--- config.mk ---
export PLATFORM = sky130hd
export DESIGN_NAME = ext_irq_controller
export DESIGN_NICKNAME = d
export VERILOG_FILES = /design/src/irq_pkg.sv /design/src/irq_core_if.sv /design/src/pin_event_detect.sv /design/src/vector_select.sv /design/src/ext_irq_controller.sv
export SDC_FILE = /design/constraint.sdc
export NUM_CORES = 1
export LEC_CHECK = 0
export BUFFER_PORTS_ARGS = -buffer_cell sky130_fd_sc_hd__buf_2
export CAP_MARGIN = 10
export CORE_MARGIN = 5
export CORE_UTILIZATION = 23
export DETAILED_ROUTE_END_ITERATION = 8
export GPL_TIMING_DRIVEN = 0
export PLACE_DENSITY = 0.44
export REMOVE_ABC_BUFFERS = 1
export SETUP_SLACK_MARGIN = 0.3
export SLEW_MARGIN = 10
export SYNTH_ARGS = -nofsm -noshare
export SYNTH_HDL_FRONTEND = slang
export SYNTH_SLANG_ARGS = --single-unit
--- constraint.sdc ---
create_clock -name pclk -period 2.6 [get_ports pclk]
set_clock_uncertainty 0.05 [all_clocks]
set_input_delay 0.13 -clock pclk [delete_from_list [all_inputs] [get_ports pclk]]
set_output_delay 0.13 -clock pclk [all_outputs]
set_load 0.01 [all_outputs]
--- src/irq_pkg.sv ---
package irq_pkg;
  localparam int NUM_VEC = 32;
  localparam logic [7:0] OFS_PIN_CTRL = 8'h00;
  localparam logic [7:0] OFS_SRC_FLAG = 8'h04;
  localparam logic [7:0] OFS_SRC_EN = 8'h08;
  localparam logic [7:0] OFS_CPU_MASK = 8'h0C;
  localparam logic [7:0] OFS_VEC_STAT = 8'h10;
  // Bit positions inside pin_request_status_control; B_MASK is in the CPU mask register.
  localparam int B_PDD = 6;
  localparam int B_EDG = 5;
  localparam int B_PE = 4;
  localparam int B_FLAG = 3;
  localparam int B_ACK = 2;
  localparam int B_IE = 1;
  localparam int B_MOD = 0;
  localparam int B_MASK = 0;
  localparam logic [7:0] PIN_CTRL_RST = 8'h00;
  localparam logic [31:0] SRC_EN_RST = 32'h0000_0000;
  // Vector numbers of the fixed sources.
  localparam logic [4:0] VEC_RESET = 5'h00;
  localparam logic [4:0] VEC_SWI = 5'h01;
  localparam logic [4:0] VEC_PIN = 5'h02;
  localparam int FIRST_MASKABLE = 2;
  localparam logic [15:0] VEC_TOP = 16'hFFFE;
  localparam int NUM_STACK = 5;
  // Stack order codes: counter low, counter high, X, A, condition codes.
  localparam logic [2:0] STK_PCL = 3'h0;
  localparam logic [2:0] STK_CCR = 3'h4;
  typedef enum logic [2:0] {
    ST_IDLE = 3'b001,
    ST_STACK = 3'b010,
    ST_FETCH = 3'b100
  } seq_state_t;

  // Address of the high byte of a vector; the low byte follows it.
  function automatic logic [15:0] vec_addr(input logic [4:0] num);
    vec_addr = VEC_TOP - {10'h000, num, 1'b0};
  endfunction
endpackage

--- src/irq_core_if.sv ---
`timescale 1ns/1ps
`default_nettype none
interface irq_core_if;
  logic pe;
  logic edg;
  logic mode;
  logic ack;
  logic pin;
  logic flag;
  logic asserted;
  logic [31:0] pending;
  logic [4:0] win_num;
  logic win_any;
  modport ctl(output pe, edg, mode, ack, pin, pending,
    input flag, asserted, win_num, win_any);
  modport det(input pe, edg, mode, ack, pin, output flag, asserted);
  modport vec(input pending, output win_num, win_any);
endinterface
`default_nettype wire

--- src/pin_event_detect.sv ---
`timescale 1ns/1ps
`default_nettype none
module pin_event_detect (
  input wire logic pclk,
  input wire logic presetn,
  irq_core_if.det bus
);
  typedef struct packed {
    logic was_asserted;
    logic pe_q;
    logic flag;
  } det_state_t;
  det_state_t st;
  det_state_t next_st;
  logic level_hit;
  logic edge_hit;

  // Polarity 0 means low is asserted, 1 means high is asserted.
  assign bus.asserted = bus.pe & (bus.pin == bus.edg);
  assign edge_hit = bus.asserted & ~st.was_asserted;
  assign level_hit = bus.mode & bus.asserted;
  assign bus.flag = st.flag;

  // Flag update; any set condition beats the acknowledge.
  always_comb begin
    next_st = st;
    next_st.was_asserted = bus.asserted;
    next_st.pe_q = bus.pe;
    if (bus.ack) begin
      next_st.flag = 1'b0;
    end
    if (bus.pe & ~st.pe_q) begin
      next_st.flag = 1'b1;
    end
    if (bus.pe & (edge_hit | level_hit)) begin
      next_st.flag = 1'b1;
    end
    if (~bus.pe) begin
      next_st.flag = st.flag & ~bus.ack;
    end
  end

  // State register.
  always_ff @(posedge pclk or negedge presetn) begin
    if (!presetn) begin
      st <= '0;
    end else begin
      st <= next_st;
    end
  end
endmodule
`default_nettype wire

--- src/vector_select.sv ---
`timescale 1ns/1ps
`default_nettype none
module vector_select (
  irq_core_if.vec bus
);
  // Lowest pending vector number wins.
  function automatic logic [4:0] first_set(input logic [31:0] v);
    first_set = 5'h00;
    for (int i = 31; i >= 0; i--) begin
      if (v[i]) begin
        first_set = 5'(i);
      end
    end
  endfunction

  // Priority encoder over all slots.
  assign bus.win_num = first_set(bus.pending);
  assign bus.win_any = |bus.pending;
endmodule
`default_nettype wire

--- src/ext_irq_controller.sv ---
// Functional notes
// - Pin acts as request input only while pin function enable is 1.
// - Software picks polarity and edge-only or edge-and-level detection.
// - Pin events always set the flag; request only when enabled.
// - Pull device active when enabled and not disabled; up or down.
// - Enabling the pin function sets the pin event flag.
// - Edge-and-level mode keeps flag set while pin stays asserted.
// - Clocked logic detects events; an async path wakes from stop.
// - Pin level feeds branch-if-high and branch-if-low when enabled.
// - Vector is two bytes, high byte at the lower address.
// - Source flags set on events; forwarded only with local enable.
// - Unmasked request: stack PROGRAM_COUNTER_LOW, PROGRAM_COUNTER_HIGH, X, A, CONDITION_CODE_REGISTER, mask, fetch.
// - 32 slots from FFC0 to FFFE; vector 0 highest priority.
// - All reset causes share vector 0.
// - Writing 1 to acknowledge clears the flag; reads give 0.
// - Polarity 0 falling or low; 1 rising or high.
// - With interrupt enable set, flag raises request; else poll.
// - Global mask set by reset until software clears it.
//
// Design decisions made here: the APB register port and the register offsets.
`timescale 1ns/1ps
`default_nettype none
module ext_irq_controller #(
  parameter int NUM_SRC = 32
) (
  input wire logic pclk,
  input wire logic presetn,
  input wire logic psel,
  input wire logic penable,
  input wire logic pwrite,
  input wire logic [7:0] paddr,
  input wire logic [31:0] pwdata,
  output logic [31:0] prdata,
  output logic pready,
  output logic pslverr,
  input wire logic irq_pin,
  input wire logic [NUM_SRC-1:0] src_event,
  input wire logic [4:0] reset_cause,
  input wire logic swi_exec,
  input wire logic cpu_boundary,
  input wire logic stop_mode,
  output logic pull_enable,
  output logic pull_up,
  output logic stop_wake,
  output logic branch_if_pin_high,
  output logic branch_if_pin_low,
  output logic cpu_irq_req,
  output logic stack_valid,
  output logic [2:0] stack_sel,
  output logic fetch_valid,
  output logic [15:0] fetch_addr,
  output logic [4:0] fetch_vec
);
  typedef struct packed {
    logic pdd;
    logic edg;
    logic pe;
    logic ie;
    logic mode;
    logic [NUM_SRC-1:0] src_flag;
    logic [NUM_SRC-1:0] src_en;
    logic mask;
    logic swi_pend;
    irq_pkg::seq_state_t seq;
    logic [2:0] step;
    logic fetch_lo;
    logic [4:0] vec;
    logic [15:0] addr;
    logic [31:0] rdata;
  } ctl_state_t;
  ctl_state_t st;
  ctl_state_t next_st;
  irq_core_if core();
  logic wr;
  logic setup;
  logic hit;
  logic [31:0] pend;
  logic [31:0] maskable;
  logic [31:0] wmask;
  logic [7:0] ctrl_rd;

  pin_event_detect u_det (
    .pclk(pclk),
    .presetn(presetn),
    .bus(core)
  );

  vector_select u_vec (
    .bus(core)
  );

  // Control fields fed to the detector.
  assign core.pe = st.pe;
  assign core.edg = st.edg;
  assign core.mode = st.mode;
  assign core.pin = irq_pin;
  assign wr = psel & penable & pwrite;
  assign setup = psel & ~penable;
  assign core.ack = wr & (paddr == irq_pkg::OFS_PIN_CTRL)
    & pwdata[irq_pkg::B_ACK];

  // Pending map: resets, software interrupt, pin, then peripherals.
  always_comb begin
    pend = '0;
    pend[NUM_SRC-1:0] = st.src_flag & st.src_en;
    pend[irq_pkg::VEC_PIN] = core.flag & st.ie;
    pend[irq_pkg::VEC_SWI] = st.swi_pend;
    pend[irq_pkg::VEC_RESET] = |reset_cause;
  end
  assign maskable = pend
    & ~((32'h0000_0001 << irq_pkg::FIRST_MASKABLE) - 32'h0000_0001);
  assign core.pending = pend;

  // Request to the core; only slots above the software one are masked.
  assign cpu_irq_req = (|pend[irq_pkg::VEC_SWI:irq_pkg::VEC_RESET])
    | ((|maskable) & ~st.mask);

  // Pull device and pin level paths.
  assign pull_enable = st.pe & ~st.pdd;
  assign pull_up = ~st.edg;
  assign branch_if_pin_high = st.pe & irq_pin;
  assign branch_if_pin_low = st.pe & ~irq_pin;
  // Unclocked wake path for stop mode when clocks are off.
  assign stop_wake = stop_mode & core.asserted;

  // Sequencer outputs.
  assign stack_valid = st.seq == irq_pkg::ST_STACK;
  assign stack_sel = st.step;
  assign fetch_valid = st.seq == irq_pkg::ST_FETCH;
  assign fetch_addr = st.addr;
  assign fetch_vec = st.vec;

  // Bus answers: no wait states, error on unmapped offsets.
  always_comb begin
    hit = (paddr == irq_pkg::OFS_PIN_CTRL) | (paddr == irq_pkg::OFS_SRC_FLAG)
      | (paddr == irq_pkg::OFS_SRC_EN) | (paddr == irq_pkg::OFS_CPU_MASK)
      | (paddr == irq_pkg::OFS_VEC_STAT);
  end
  assign pready = psel & penable;
  assign pslverr = psel & penable & ~hit;
  assign prdata = st.rdata;

  // Control register read image; acknowledge bit always reads 0.
  always_comb begin
    ctrl_rd = '0;
    ctrl_rd[irq_pkg::B_PDD] = st.pdd;
    ctrl_rd[irq_pkg::B_EDG] = st.edg;
    ctrl_rd[irq_pkg::B_PE] = st.pe;
    ctrl_rd[irq_pkg::B_FLAG] = core.flag;
    ctrl_rd[irq_pkg::B_IE] = st.ie;
    ctrl_rd[irq_pkg::B_MOD] = st.mode;
  end

  // Register writes, flag capture, read capture and interrupt sequence.
  always_comb begin
    next_st = st;
    wmask = '0;
    if (wr) begin
      if (paddr == irq_pkg::OFS_PIN_CTRL) begin
        next_st.pdd = pwdata[irq_pkg::B_PDD];
        next_st.edg = pwdata[irq_pkg::B_EDG];
        next_st.pe = pwdata[irq_pkg::B_PE];
        next_st.ie = pwdata[irq_pkg::B_IE];
        next_st.mode = pwdata[irq_pkg::B_MOD];
      end else if (paddr == irq_pkg::OFS_SRC_FLAG) begin
        wmask = pwdata;
      end else if (paddr == irq_pkg::OFS_SRC_EN) begin
        next_st.src_en = pwdata[NUM_SRC-1:0];
      end else if (paddr == irq_pkg::OFS_CPU_MASK) begin
        next_st.mask = pwdata[irq_pkg::B_MASK];
      end
    end
    // Write one to clear; a same-cycle event keeps its flag.
    next_st.src_flag = (st.src_flag & ~wmask[NUM_SRC-1:0])
      | src_event;
    if (swi_exec) begin
      next_st.swi_pend = 1'b1;
    end
    if (setup) begin
      if (paddr == irq_pkg::OFS_PIN_CTRL) begin
        next_st.rdata = {24'h000000, ctrl_rd};
      end else if (paddr == irq_pkg::OFS_SRC_FLAG) begin
        next_st.rdata = 32'(st.src_flag);
      end else if (paddr == irq_pkg::OFS_SRC_EN) begin
        next_st.rdata = 32'(st.src_en);
      end else if (paddr == irq_pkg::OFS_CPU_MASK) begin
        next_st.rdata = {31'h00000000, st.mask};
      end else if (paddr == irq_pkg::OFS_VEC_STAT) begin
        next_st.rdata = {irq_pkg::vec_addr(core.win_num), 7'h00,
          core.win_any, 3'h0, core.win_num};
      end else begin
        next_st.rdata = '0;
      end
    end
    case (st.seq)
      irq_pkg::ST_IDLE: begin
        // Take the request only at an instruction boundary.
        if (cpu_boundary & cpu_irq_req) begin
          next_st.seq = irq_pkg::ST_STACK;
          next_st.step = irq_pkg::STK_PCL;
        end
      end
      irq_pkg::ST_STACK: begin
        next_st.step = st.step + 3'h1;
        if (st.step == irq_pkg::STK_CCR) begin
          next_st.mask = 1'b1;
          next_st.seq = irq_pkg::ST_FETCH;
          next_st.fetch_lo = 1'b0;
          next_st.vec = core.win_num;
          next_st.addr = irq_pkg::vec_addr(core.win_num);
        end
      end
      irq_pkg::ST_FETCH: begin
        // High byte first, then the next higher address.
        next_st.fetch_lo = 1'b1;
        next_st.addr = st.addr + 16'h0001;
        if (st.fetch_lo) begin
          next_st.seq = irq_pkg::ST_IDLE;
          if (st.vec == irq_pkg::VEC_SWI) begin
            next_st.swi_pend = swi_exec;
          end
        end
      end
      default: begin
        next_st.seq = irq_pkg::ST_IDLE;
      end
    endcase
  end

  // State register; the global mask comes out of reset set.
  always_ff @(posedge pclk or negedge presetn) begin
    if (!presetn) begin
      st <= '0;
      st.mask <= 1'b1;
      st.src_en <= irq_pkg::SRC_EN_RST[NUM_SRC-1:0];
      st.seq <= irq_pkg::ST_IDLE;
    end else begin
      st <= next_st;
    end
  end
endmodule
`default_nettype wire

== Yosys cells after proc, flatten, opt, wreduce, memory -nomap -nowiden ==
Index checks and enable logic that the tools add are counted.

* Bits in registers: 134
* Input bits: 86
* Output and inout port bits: 66
* Logic and storage cells: 150

* Add/sub/neg operators: 3
* Equal/unequal tests: 14
* Multiplexer cells: 62
* Bitwise logic cells: 40
* Reductions and logical operators: 13

{| class="wikitable"
|+ Operators with widths
! cell !! count
|-
| $mux W32 || 8
|-
| $mux W5 || 32
|-
| $and A32 B32 Y32 || 2
|-
| $reduce_or A36 Y1 || 1
|-
| $not A32 Y32 || 1
|-
| $or A32 B32 Y32 || 1
|-
| $pmux W16 S2 || 1
|-
| $reduce_or A30 Y1 || 1
|-
| $mux W22 || 1
|-
| $and A1 B1 Y1 || 19
|-
| $add A16 B1 Y16 const B || 1
|-
| $eq A8 B4 Y1 const B || 2
|-
| $mux W1 || 14
|-
| $not A1 Y1 || 11
|-
| $pmux W3 S3 || 1
|-
| $eq A8 B3 Y1 const B || 1
|-
| $eq A8 B5 Y1 const B || 1
|-
| $logic_not A8 Y1 || 1
|-
| $reduce_and A2 Y1 || 4
|-
| $sub A2 B7 Y8 const A || 1
|-
| $eq A3 B3 Y1 const B || 2
|-
| $mux W6 || 1
|-
| $or A1 B1 Y1 || 6
|-
| $pmux W3 S2 || 1
|-
| 16 further kinds || 18
|}

== Logic depth before layout (Yosys ltp) ==
Gate-level depths: netlist of run 1.

* Depth in word-level cells: 39
* Mapped depth: 8

== By module ==
Synthesis of run 1 repeated with hierarchy kept, for this count alone.

* Cell total of the unflattened synthesis: 709
* Area, all modules: 6,996.7 µm²

{| class="wikitable"
|+ Modules (own cells, without submodules)
! module !! times used !! cells each !! area each (µm²)
|-
| ext_irq_controller || 1 || 635 || 6,492.5
|-
| vector_select || 1 || 65 || 385.4
|-
| pin_event_detect || 1 || 9 || 118.9
|}

== Least setup slack after synthesis of run 1 ==
Ideal clock, no wire load.

* Path type: input-to-reg
* Start: in paddr[7]
* End: reg st[62] (netlist bit)
* Setup time: 125 ps
* Data arrival time: 1,913 ps
* Data required time: 2,425 ps
* Slack: 511 ps
* Stages on the path: 8
* Path buffers: 3
* Path through: or4_1 > buf_2 > or3_1 > buf_6 > nor2_4 > nand3_4 > buf_6 > mux2_4

* Cells in the longest elaborated chain, start to end: 3
* Elaborated cells on any way between the ends: 6
* Classes of those cells: 2 x eq/ne; 2 x bitwise; 2 x reduce/logical

{| class="wikitable"
|+ RTL lines
! element !! RTL line !! source
|-
| start, declared || ext_irq_controller.sv:31 || <nowiki>input wire logic [7:0] paddr,</nowiki>
|-
| $eq A8 B3 Y1 / $logic_not A8 Y1 (equally long branches) || ext_irq_controller.sv:165, ext_irq_controller.sv:159 ||
|-
| $not A1 Y1 (no line) || - ||
|-
| $reduce_and A4 Y1 (no line) * || - ||
|-
| end signal, assigned || ext_irq_controller.sv:238 || <nowiki>st <= next_st;</nowiki>
|-
| end, declared || ext_irq_controller.sv:71 || <nowiki>ctl_state_t st;</nowiki>
|}

Every way passes the cells marked *; elsewhere a longest branch is shown, timed or not.
A chain may end at the register's enable or synchronous reset.

== Worst setup path after layout of run 1 ==
* Start: reg st[89] (netlist bit)
* End: out cpu_irq_req

* Cells in the longest elaborated chain, start to end: 4

{| class="wikitable"
|+ RTL lines
! element !! RTL line !! source
|-
| $and A32 B32 Y32 || ext_irq_controller.sv:105 || <nowiki>pend[NUM_SRC-1:0] = st.src_flag & st.src_en;</nowiki>
|-
| $reduce_or A30 Y1 || ext_irq_controller.sv:116 || <nowiki>| ((|maskable) & ~st.mask);</nowiki>
|-
| $and A1 B1 Y1 || ext_irq_controller.sv:116 ||
|-
| $or A1 B1 Y1 || ext_irq_controller.sv:116 ||
|-
| end, declared || ext_irq_controller.sv:47 || <nowiki>output logic cpu_irq_req,</nowiki>
|}

No other way between the ends.

==> flow_summary.json, run 1 <==
{
  "initial_core_util": 0.234,
  "grt_pass1_vias": 5864,
  "path_class": "reg2out",
  "setup_viol": 0,
  "die_w_um": 184,
  "period_share": 0.873,
  "min_path_type": "in2reg",
  "final_cell_mix": "buf_2, dfrtp_1, nand2_1, dlygate4sd3_1, o21ai_0",
  "cp-end-kind": "primary output",
  "synth-seq-cells": 134,
  "async_reset_ff_frac": 1.00,
  "synth_seq_area_share": 0.481,
  "drcViolationCount": 0,
  "top_level_ports": 152,
  "utilization": 0.314,
  "ir_drop_uv": 348,
  "power.leakage_nw": 4.19,
  "num-nets-final": 927,
  "drv_cap": 0,
  "post-route-min-period_ns": 2.27,
  "start_kind": "flop",
  "cts_tree": "built",
  "cp_max_fo": 4,
  "io_buffers": 151,
  "vias_per_cell": 4.57,
  "powerDensity_nw_per_um2": 644,
  "wl_um": 23500,
  "finalHoldViolCount": 0,
  "initialDrtViolationCount": 258,
  "rsz0062_at_grt": "true",
  "gp_congestion": 0.741,
  "ant_nets": 0,
  "final_common_cell": "buf_2",
  "critPathArrivalTime_ns": 2.09,
  "drive_gt1_frac": 0.322,
  "grt_use_total": 0.137,
  "slew_violations": 0,
  "syn_area_um2": 6970,
  "grt_max_degree": 92,
  "dpl.hpwl_um": 16600,
  "design.die.area_um2": 33900,
  "worst_slew_pin_slew_ns": 0.990,
  "status": "complete, no violations",
  "clk_pin_slew_ns": 0.06,
  "synthDistinctLibCells": 67,
  "relSlewSlack": 0.338,
  "vias": 5670,
  "clock-sinks": 134,
  "synth_warnings": 0,
  "overflow": 0,
  "cp.required_ns": 2.42,
  "numCtsBuffers": 17,
  "area_growth_pct": 34.2,
  "cts-root-buf": "clkbuf_16",
  "clk_path_buf_depth": 2,
  "fin_tns_setup_ns": 0,
  "ys.flop_type": "dfrtp_1",
  "syn_inst": 666,
  "core_um2": 29800,
  "synth_edf_count": 0,
  "wl_per_cell_um": 18.9,
  "grt_pass1_wl_um": 35700,
  "antenna_found_initial": 2,
  "drt_first_pass_iters": 4,
  "htree_num_levels": 4,
  "fp-row-count": 63,
  "yosys.area.top_type_share": 0.474,
  "synth.area.top_cells": "dfrtp_1, mux2_4, buf_4",
  "clk_latency_ns": 0.42,
  "clock.fmax_mhz": 440,
  "syn-mean-instance-area_um2": 10.5,
  "yosysTopAreaCell": "dfrtp_1",
  "die_h_um": 184
}
## metal layers
layer	up-vias	global-route usage	wire (um)
li1	2715	-	-
met1	2806	0.184	10800
met2	134	0.223	11200
met3	13	0.0352	1300
met4	2	0.0334	240
met5	-	0	13
## cells in the mapped netlist, types with 4 or more instances
cell      instances
a21o_1           36
a21oi_1          18
a221oi_1         16
a22o_1            9
a22oi_1          22
and2_1            6
and3_1           13
buf_2             5
buf_4            56
buf_6             4
clkbuf_1         17
dfrtp_1         132
inv_1             7
mux2_2           10
mux2_4           30
mux2i_1           7
nand2_1         105
nand2b_1          5
nand3_1          12
nand4_1           6
nor2_1           26
nor2b_1           6
nor3_1            6
o21ai_0          38
o31ai_1           4
xor2_1            7
## path summary, 6_finish.rpt
check	startpoint	to	slack [ns]	depth (start not counted)
worst min-delay path	irq_pin	u_det.st[2]$_DFF_PN0_	0.03	4
worst max-delay path	st[89]$_DFFE_PN0P_	cpu_irq_req	0.33	6
min in group asynchronous	presetn	st[123]$_DFF_PN0_	0.14	2
worst min register to register	prdata[16]$_DFFE_PN0P_	prdata[16]$_DFFE_PN0P_	0.42	2
max in group asynchronous	presetn	st[57]$_DFFE_PN1P_	1.51	3
worst max register to register	st[123]$_DFF_PN0_	fetch_vec[2]$_DFFE_PN0P_	0.38	6
## layout make-up
class / instances / area, um2
fillers: 3145 / 20400
clock inverters: 12 / 189
flip-flops and latches: 134 / 3360
inverters: 8 / 30.0
repair buffers: 235 / 1650
diodes: 1 / 2.50
multi-input cells: 442 / 3180
well taps: 390 / 488
clock buffers: 20 / 457
## kinds of logic after synthesis
| kind of cell | after synthesis | synth area share |
|---|---|---|
| xor+xnor | 8 | 0.0101 |
| flops | 134 | 0.481 |
| compound gates | 177 | 0.180 |
| fa+ha+maj | 3 | 0.00539 |
| buf+inv | 91 | 0.0844 |
| mux | 48 | 0.0941 |
| simple gates | 205 | 0.145 |
## state kept, by name, indices dropped and copies added (netlist names)
register	flops
fetch_addr	16
st	69
u_det.st	2
core.pe	1
core.edg	1
fetch_vec	5
stack_sel	3
prdata	32
ctrl_rd	2
u_det.bus.flag	1
core.pending	1
core.mode	1
## repair_timing
action	4_1_cts	5_1_grt
gates resized for setup	18	9
hold buffers	66	0
endpoints found under the setup margin	76	46
endpoints found under the hold margin	116	0
buffers inserted	6	6
cloned	1	0
pin swaps	7	3
## worst max-delay path, cell delays in order (launching register included)
cell and delay (ns):
dfrtp_1 0.42, a22oi_2 0.25, nand4_1 0.21, or3_4 0.39, nor2_2 0.11, a21oi_1 0.10
buf_2 0.18
## power by group
| group | switching, W | internal [W] | leakage [nW] |
|---|---|---|---|
| clock | 0.000991 | 0.00168 | 0.313 |
| sequential | 0.000189 | 0.00226 | 1.64 |
| combinational | 0.000477 | 0.000425 | 2.23 |
## through the flow
stage                     cells  power, W  hold WS, ns  setup WS (ns)  instance area [um2]
after CTS                  1235   0.00610      0.00188          0.280                 9240
after detailed placement   1130   0.00329     -0.00310         -0.429                 7790
after floorplan             583   0.00283       -0.216         -0.171                 6410
after global placement     1124   0.00327        0.258          -1.83                 7660
after global routing       1242   0.00632       0.0478          0.233                 9350
final                      1242   0.00602       0.0317          0.329                 9350
Power figures use the tool's default switching activity.
==> inputs of run 2 (changes only) <==
CELL_PAD_IN_SITES_DETAIL_PLACEMENT = 1   (was not set)
CELL_PAD_IN_SITES_GLOBAL_PLACEMENT = 2   (was not set)
MAX_ROUTING_LAYER = met4   (was not set)
PLACE_DENSITY = 0.61   (was 0.44)
==> run 2 against run 1 <==
Effect of this change:
- hold slack better by 0.037 ns
- sequential share of layout area rose by 0.48 points
- clock power shrank 9.4%
- core utilization is 0.42 points lower
- cell count is 0.56% lower
- via count increased by 1.1%
- power is 3.8% lower
==> flow_summary.json, run 2 (synthesis results as in run 1) <==
{
  "cts-root-buf": "clkbuf_16",
  "start_kind": "flop",
  "initial_core_util": 0.234,
  "setup_viol": 0,
  "cts_tree": "built",
  "top_register": "st",
  "ant_nets": 0,
  "rrSetupSlack_ns": 0.28,
  "drive_gt1_frac": 0.312,
  "drcViolationCount": 0,
  "dpl.hpwl_um": 17200,
  "seq_area_um2": 3360,
  "io_buffers": 151,
  "largest_register_ffs": 69,
  "die_w_um": 184,
  "numCtsBuffers": 17,
  "drt_first_pass_iters": 4,
  "clk_path_buf_depth": 2,
  "post-route-min-period_ns": 2.32,
  "htree_num_levels": 4,
  "antenna_found_initial": 0,
  "worst_slew_pin_slew_ns": 0.967,
  "core_um2": 29800,
  "num-nets-final": 922,
  "overflow": 0,
  "area_growth_pct": 32.4,
  "slew_violations": 0,
  "clk_pin_slew_ns": 0.06,
  "fin_area_um2": 9230,
  "grt_max_degree": 70,
  "fp-row-count": 63,
  "post_dp_cell_area_um2": 7790,
  "gp_congestion": 0.735,
  "initialDrtViolationCount": 300,
  "critPathArrivalTime_ns": 2.57,
  "status": "complete, no violations",
  "grt_use_total": 0.146,
  "power.leakage_nw": 4.12,
  "cp-end-kind": "flop",
  "whs_path_depth": 3,
  "grt_pass1_wl_um": 36900,
  "top_level_ports": 152,
  "rsz0062_at_grt": "true",
  "vias_per_cell": 4.64,
  "die_h_um": 184,
  "powerDensity_nw_per_um2": 627,
  "final_common_cell": "buf_2",
  "vias": 5734,
  "cp.required_ns": 2.85,
  "clock.fmax_mhz": 432,
  "fin_hold_ws_ns": 0.0685,
  "min_path_type": "in2reg",
  "wl_um": 24200,
  "wl_per_cell_um": 19.6,
  "multiInputGateArea_um2": 3170,
  "relSlewSlack": 0.354,
  "grt_pass1_vias": 6094,
  "final_cell_mix": "buf_2, dfrtp_1, nand2_1, dlygate4sd3_1, o21ai_0",
  "cp_max_fo": 5,
  "diodes": 0,
  "num-fill-cells": 3363,
  "worst_r2r_path_depth": 6,
  "ir_drop_uv": 425,
  "path_class": "reg2reg",
  "clk_latency_ns": 0.42,
  "design.die.area_um2": 33900,
  "period_share": 0.891,
  "drv_cap": 0,
  "clock-sinks": 134,
  "finalHoldViolCount": 0
}
## run 2: cell types whose count changed in the layout (fill, tap and decap cells not counted), moves of 3 or more
cell,previous run,this run
bufinv_16,4,1
buf_4,10,3
clkinvlp_4,1,5
inv_6,5,2
a22oi_1,14,18
a22oi_2,8,4
## run 2: report_power, final
part	internal [W]	switching, W	total (W)	leakage, nW
registers	0.00226	0.000194	0.00245	1.64
logic	0.000422	0.000496	0.000918	2.21
clock network	0.00142	0.00100	0.00242	0.270
total	0.00410	0.00169	0.00579	4.12
## run 2: timing repair
item                                   in CTS  in global routing
pin swaps                                   6                  4
setup endpoints to repair                  92                 43
hold buffers                               67                  0
buffers inserted                            2                  3
resized for setup                          17                  7
endpoints found under the hold margin     135                  0
gates cloned                                1                  1
## run 2: final timing paths
kind                                   startpoint                  endpoint
min in group asynchronous                 presetn    prdata[14]$_DFFE_PN0P_
min reg2reg                prdata[30]$_DFFE_PN0P_    prdata[30]$_DFFE_PN0P_
max reg2reg                     st[123]$_DFF_PN0_  fetch_vec[2]$_DFFE_PN0P_
min                                reset_cause[1]    prdata[18]$_DFFE_PN0P_
max                             st[123]$_DFF_PN0_  fetch_vec[2]$_DFFE_PN0P_
max in group asynchronous                 presetn         st[119]$_DFF_PN0_
## run 2: routing by layer
layer	vias up	share of wire	global-route usage	routed length, um
met5	-	0	-	0
met4	0	0.011	0.0331	277
met3	21	0.044	0.0309	1070
met2	127	0.45	0.221	11000
met1	2884	0.49	0.201	11900
li1	2702	-	-	-
## run 2: through the flow
stage / std cells / worst slack [ns] / utilization / total power (W) / TNS [ns]
2_1_floorplan: 583 / -0.171 / - / 0.00283 / -5.46
3_3_place_gp: 1124 / -1.84 / 0.257 / 0.00326 / -199.92
3_5_place_dp: 1130 / -0.466 / 0.261 / 0.00330 / -26.49
4_1_cts: 1231 / 0.248 / 0.307 / 0.00586 / 0
5_1_grt: 1235 / 0.198 / 0.310 / 0.00608 / 0
6_report: 1235 / 0.284 / 0.310 / 0.00579 / 0
## run 2: cell type report
type | instances | area share
repair buffers | 229 | 0.175
flip-flops and latches | 134 | 0.364
multi-input cells | 443 | 0.343
inverters | 8 | 0.00325
clock buffers | 21 | 0.0521
clock inverters | 10 | 0.0103
well taps | 390 | 0.0529
## run 2: worst max-delay path, cell delays in order, from the launching register on
cell and delay (ns):
dfrtp_1 0.43, a22o_1 0.27, o311ai_1 0.49, a31oi_1 0.18, o31ai_1 0.26, a21boi_1 0.21, mux2_2 0.31
==> inputs of run 3 (changes only) <==
CORE_MARGIN = 1   (was 5)
RECOVER_POWER = 50   (was not set)
==> run 3 against run 2 <==
Effect of this change:
- the flow now finishes with violations (capacitance limit, slew limit)
- highest routed layer unchanged
- cell count increased by 0.65%
- clock-buffer cell count fell by 2
- die area down 8.5%
- global-route usage rose by 1.8 points
- sequential share of layout area is 0.27 points lower
- non-clock buffer count rose by 8
==> flow_summary.json, run 3 (synthesis results as in run 1) <==
{
  "grt_pass1_vias": 6215,
  "min_path_type": "in2reg",
  "drt_first_pass_iters": 4,
  "num-nets-final": 929,
  "cts_tree": "built",
  "dpl.hpwl_um": 16600,
  "final_common_cell": "dfrtp_1",
  "initial_core_util": 0.235,
  "min-delay-start": "reset_cause[1]",
  "clock.fmax_mhz": 438,
  "violations": "capacitance limit, slew limit",
  "vias": 5759,
  "rsz0062_at_grt": "true",
  "layout.cells.non_filler": 1243,
  "die_h_um": 176,
  "clk_latency_ns": 0.43,
  "clk_path_buf_depth": 2,
  "core_um2": 29700,
  "setup_viol": 0,
  "largest_register_ffs": 69,
  "wl_um": 23700,
  "finalHoldViolCount": 0,
  "overflow": 0,
  "cp_max_fo": 4,
  "cp.required_ns": 2.42,
  "fp-row-count": 63,
  "drcViolationCount": 0,
  "io_buffers": 151,
  "initialDrtViolationCount": 257,
  "ant_nets": 0,
  "drive_gt1_frac": 0.273,
  "post-place-cells": 1130,
  "top_register": "st",
  "antenna_found_initial": 0,
  "status": "finished, violations left",
  "grt_use_total": 0.164,
  "worst_slew_pin_slew_ns": 1.79,
  "design.die.area_um2": 31000,
  "htree_num_levels": 4,
  "grt_pass1_wl_um": 37200,
  "wl_per_cell_um": 19.0,
  "rrSetupSlack_ns": 0.44,
  "utilization": 0.313,
  "power.leakage_nw": 4.02,
  "grt_max_degree": 71,
  "numCtsBuffers": 17,
  "powerDensity_nw_per_um2": 627,
  "vias_per_cell": 4.63,
  "period_share": 0.879,
  "slew_violations": 65,
  "drv_cap": 1,
  "clk_pin_slew_ns": 0.06,
  "top_level_ports": 152,
  "final_cell_mix": "dfrtp_1, buf_2, nand2_1, dlygate4sd3_1, o21ai_0",
  "start_kind": "flop",
  "relSlewSlack": -0.193,
  "area_growth_pct": 33.3,
  "cts-root-buf": "clkbuf_16",
  "die_w_um": 176,
  "startpoint": "st[89]$_DFFE_PN0P_",
  "gp_congestion": 0.729,
  "cp-end-kind": "primary output",
  "diodes": 0,
  "ir_drop_uv": 435,
  "num-fill-cells": 3331,
  "path_class": "reg2out",
  "r2r-start": "st[123]$_DFF_PN0_",
  "post-route-min-period_ns": 2.28,
  "critPathArrivalTime_ns": 2.10,
  "clock-sinks": 134
}
[run 3: changes by cell type in the layout (fill, tap and decap cells not counted), moves of 4 or more]
cell           previous run  this run
dlygate4sd3_1            67        73
clkinv_4                  0         6
buf_2                   150       113
clkinvlp_4                5         1
clkbuf_1                  0        37
[run 3: worst paths after layout]
kind,end,cells after the start
min reg2reg,prdata[14]$_DFFE_PN0P_,2
min,prdata[18]$_DFFE_PN0P_,3
min in group asynchronous,st[76]$_DFFE_PN0P_,2
max in group asynchronous,st[61]$_DFF_PN1_,3
max,cpu_irq_req,6
max reg2reg,fetch_vec[2]$_DFFE_PN0P_,6
[run 3: worst max-delay path: stages (launching register included)]
cell and delay [ns]:
dfrtp_1 0.42, a22oi_2 0.26, nand4_1 0.25, or3_4 0.42
nor2_4 0.12, a21oi_1 0.05, buf_2 0.16
[run 3: stage by stage]
step                      setup slack, ns  area [um2]  hold slack (ns)  power [W]  setup TNS [ns]
after floorplan                    -0.171        6410           -0.216    0.00283           -5.46
after global placement              -1.94        7660            0.260    0.00326         -200.82
after detailed placement           -0.468        7790           0.0803    0.00328          -23.59
after CTS                           0.274        9280          0.00950    0.00594               0
after global routing                0.212        9290            0.108    0.00613               0
final                               0.315        9290           0.0666    0.00582               0
[run 3: cell type report]
class                           count  area [um2]  share of cell area
Timing Repair Buffer              237        1630               0.175
Clock inverter                     13         148              0.0159
Inverter                            8        30.0             0.00323
Multi-Input combinational cell    442        3190               0.343
Clock buffer                       19         453              0.0487
Tap cell                          390         488              0.0525
Sequential cell                   134        3360               0.361
[run 3: what timing repair did]
action / in CTS / in global routing
endpoints found under the hold margin: 137 / 0
pin swaps: 6 / 1
endpoints found under the setup margin: 88 / 40
resized for setup: 20 / 10
gates cloned: 1 / 0
hold buffers: 73 / 0
buffers inserted: 6 / 1
[run 3: metal layers]
metal	GRT usage	vias to the layer above	part of all wire
li1	-	2719	-
met1	0.219	2911	0.49
met2	0.255	113	0.47
met3	0.0297	16	0.033
met4	0.0417	0	0.011
met5	-	-	0
[run 3: where the power goes]
part           total, W  switching, W  leakage [nW]  internal, W
Clock           0.00248       0.00101         0.294      0.00147
Combinational  0.000886      0.000474          2.08     0.000413
Sequential      0.00246      0.000195          1.64      0.00226
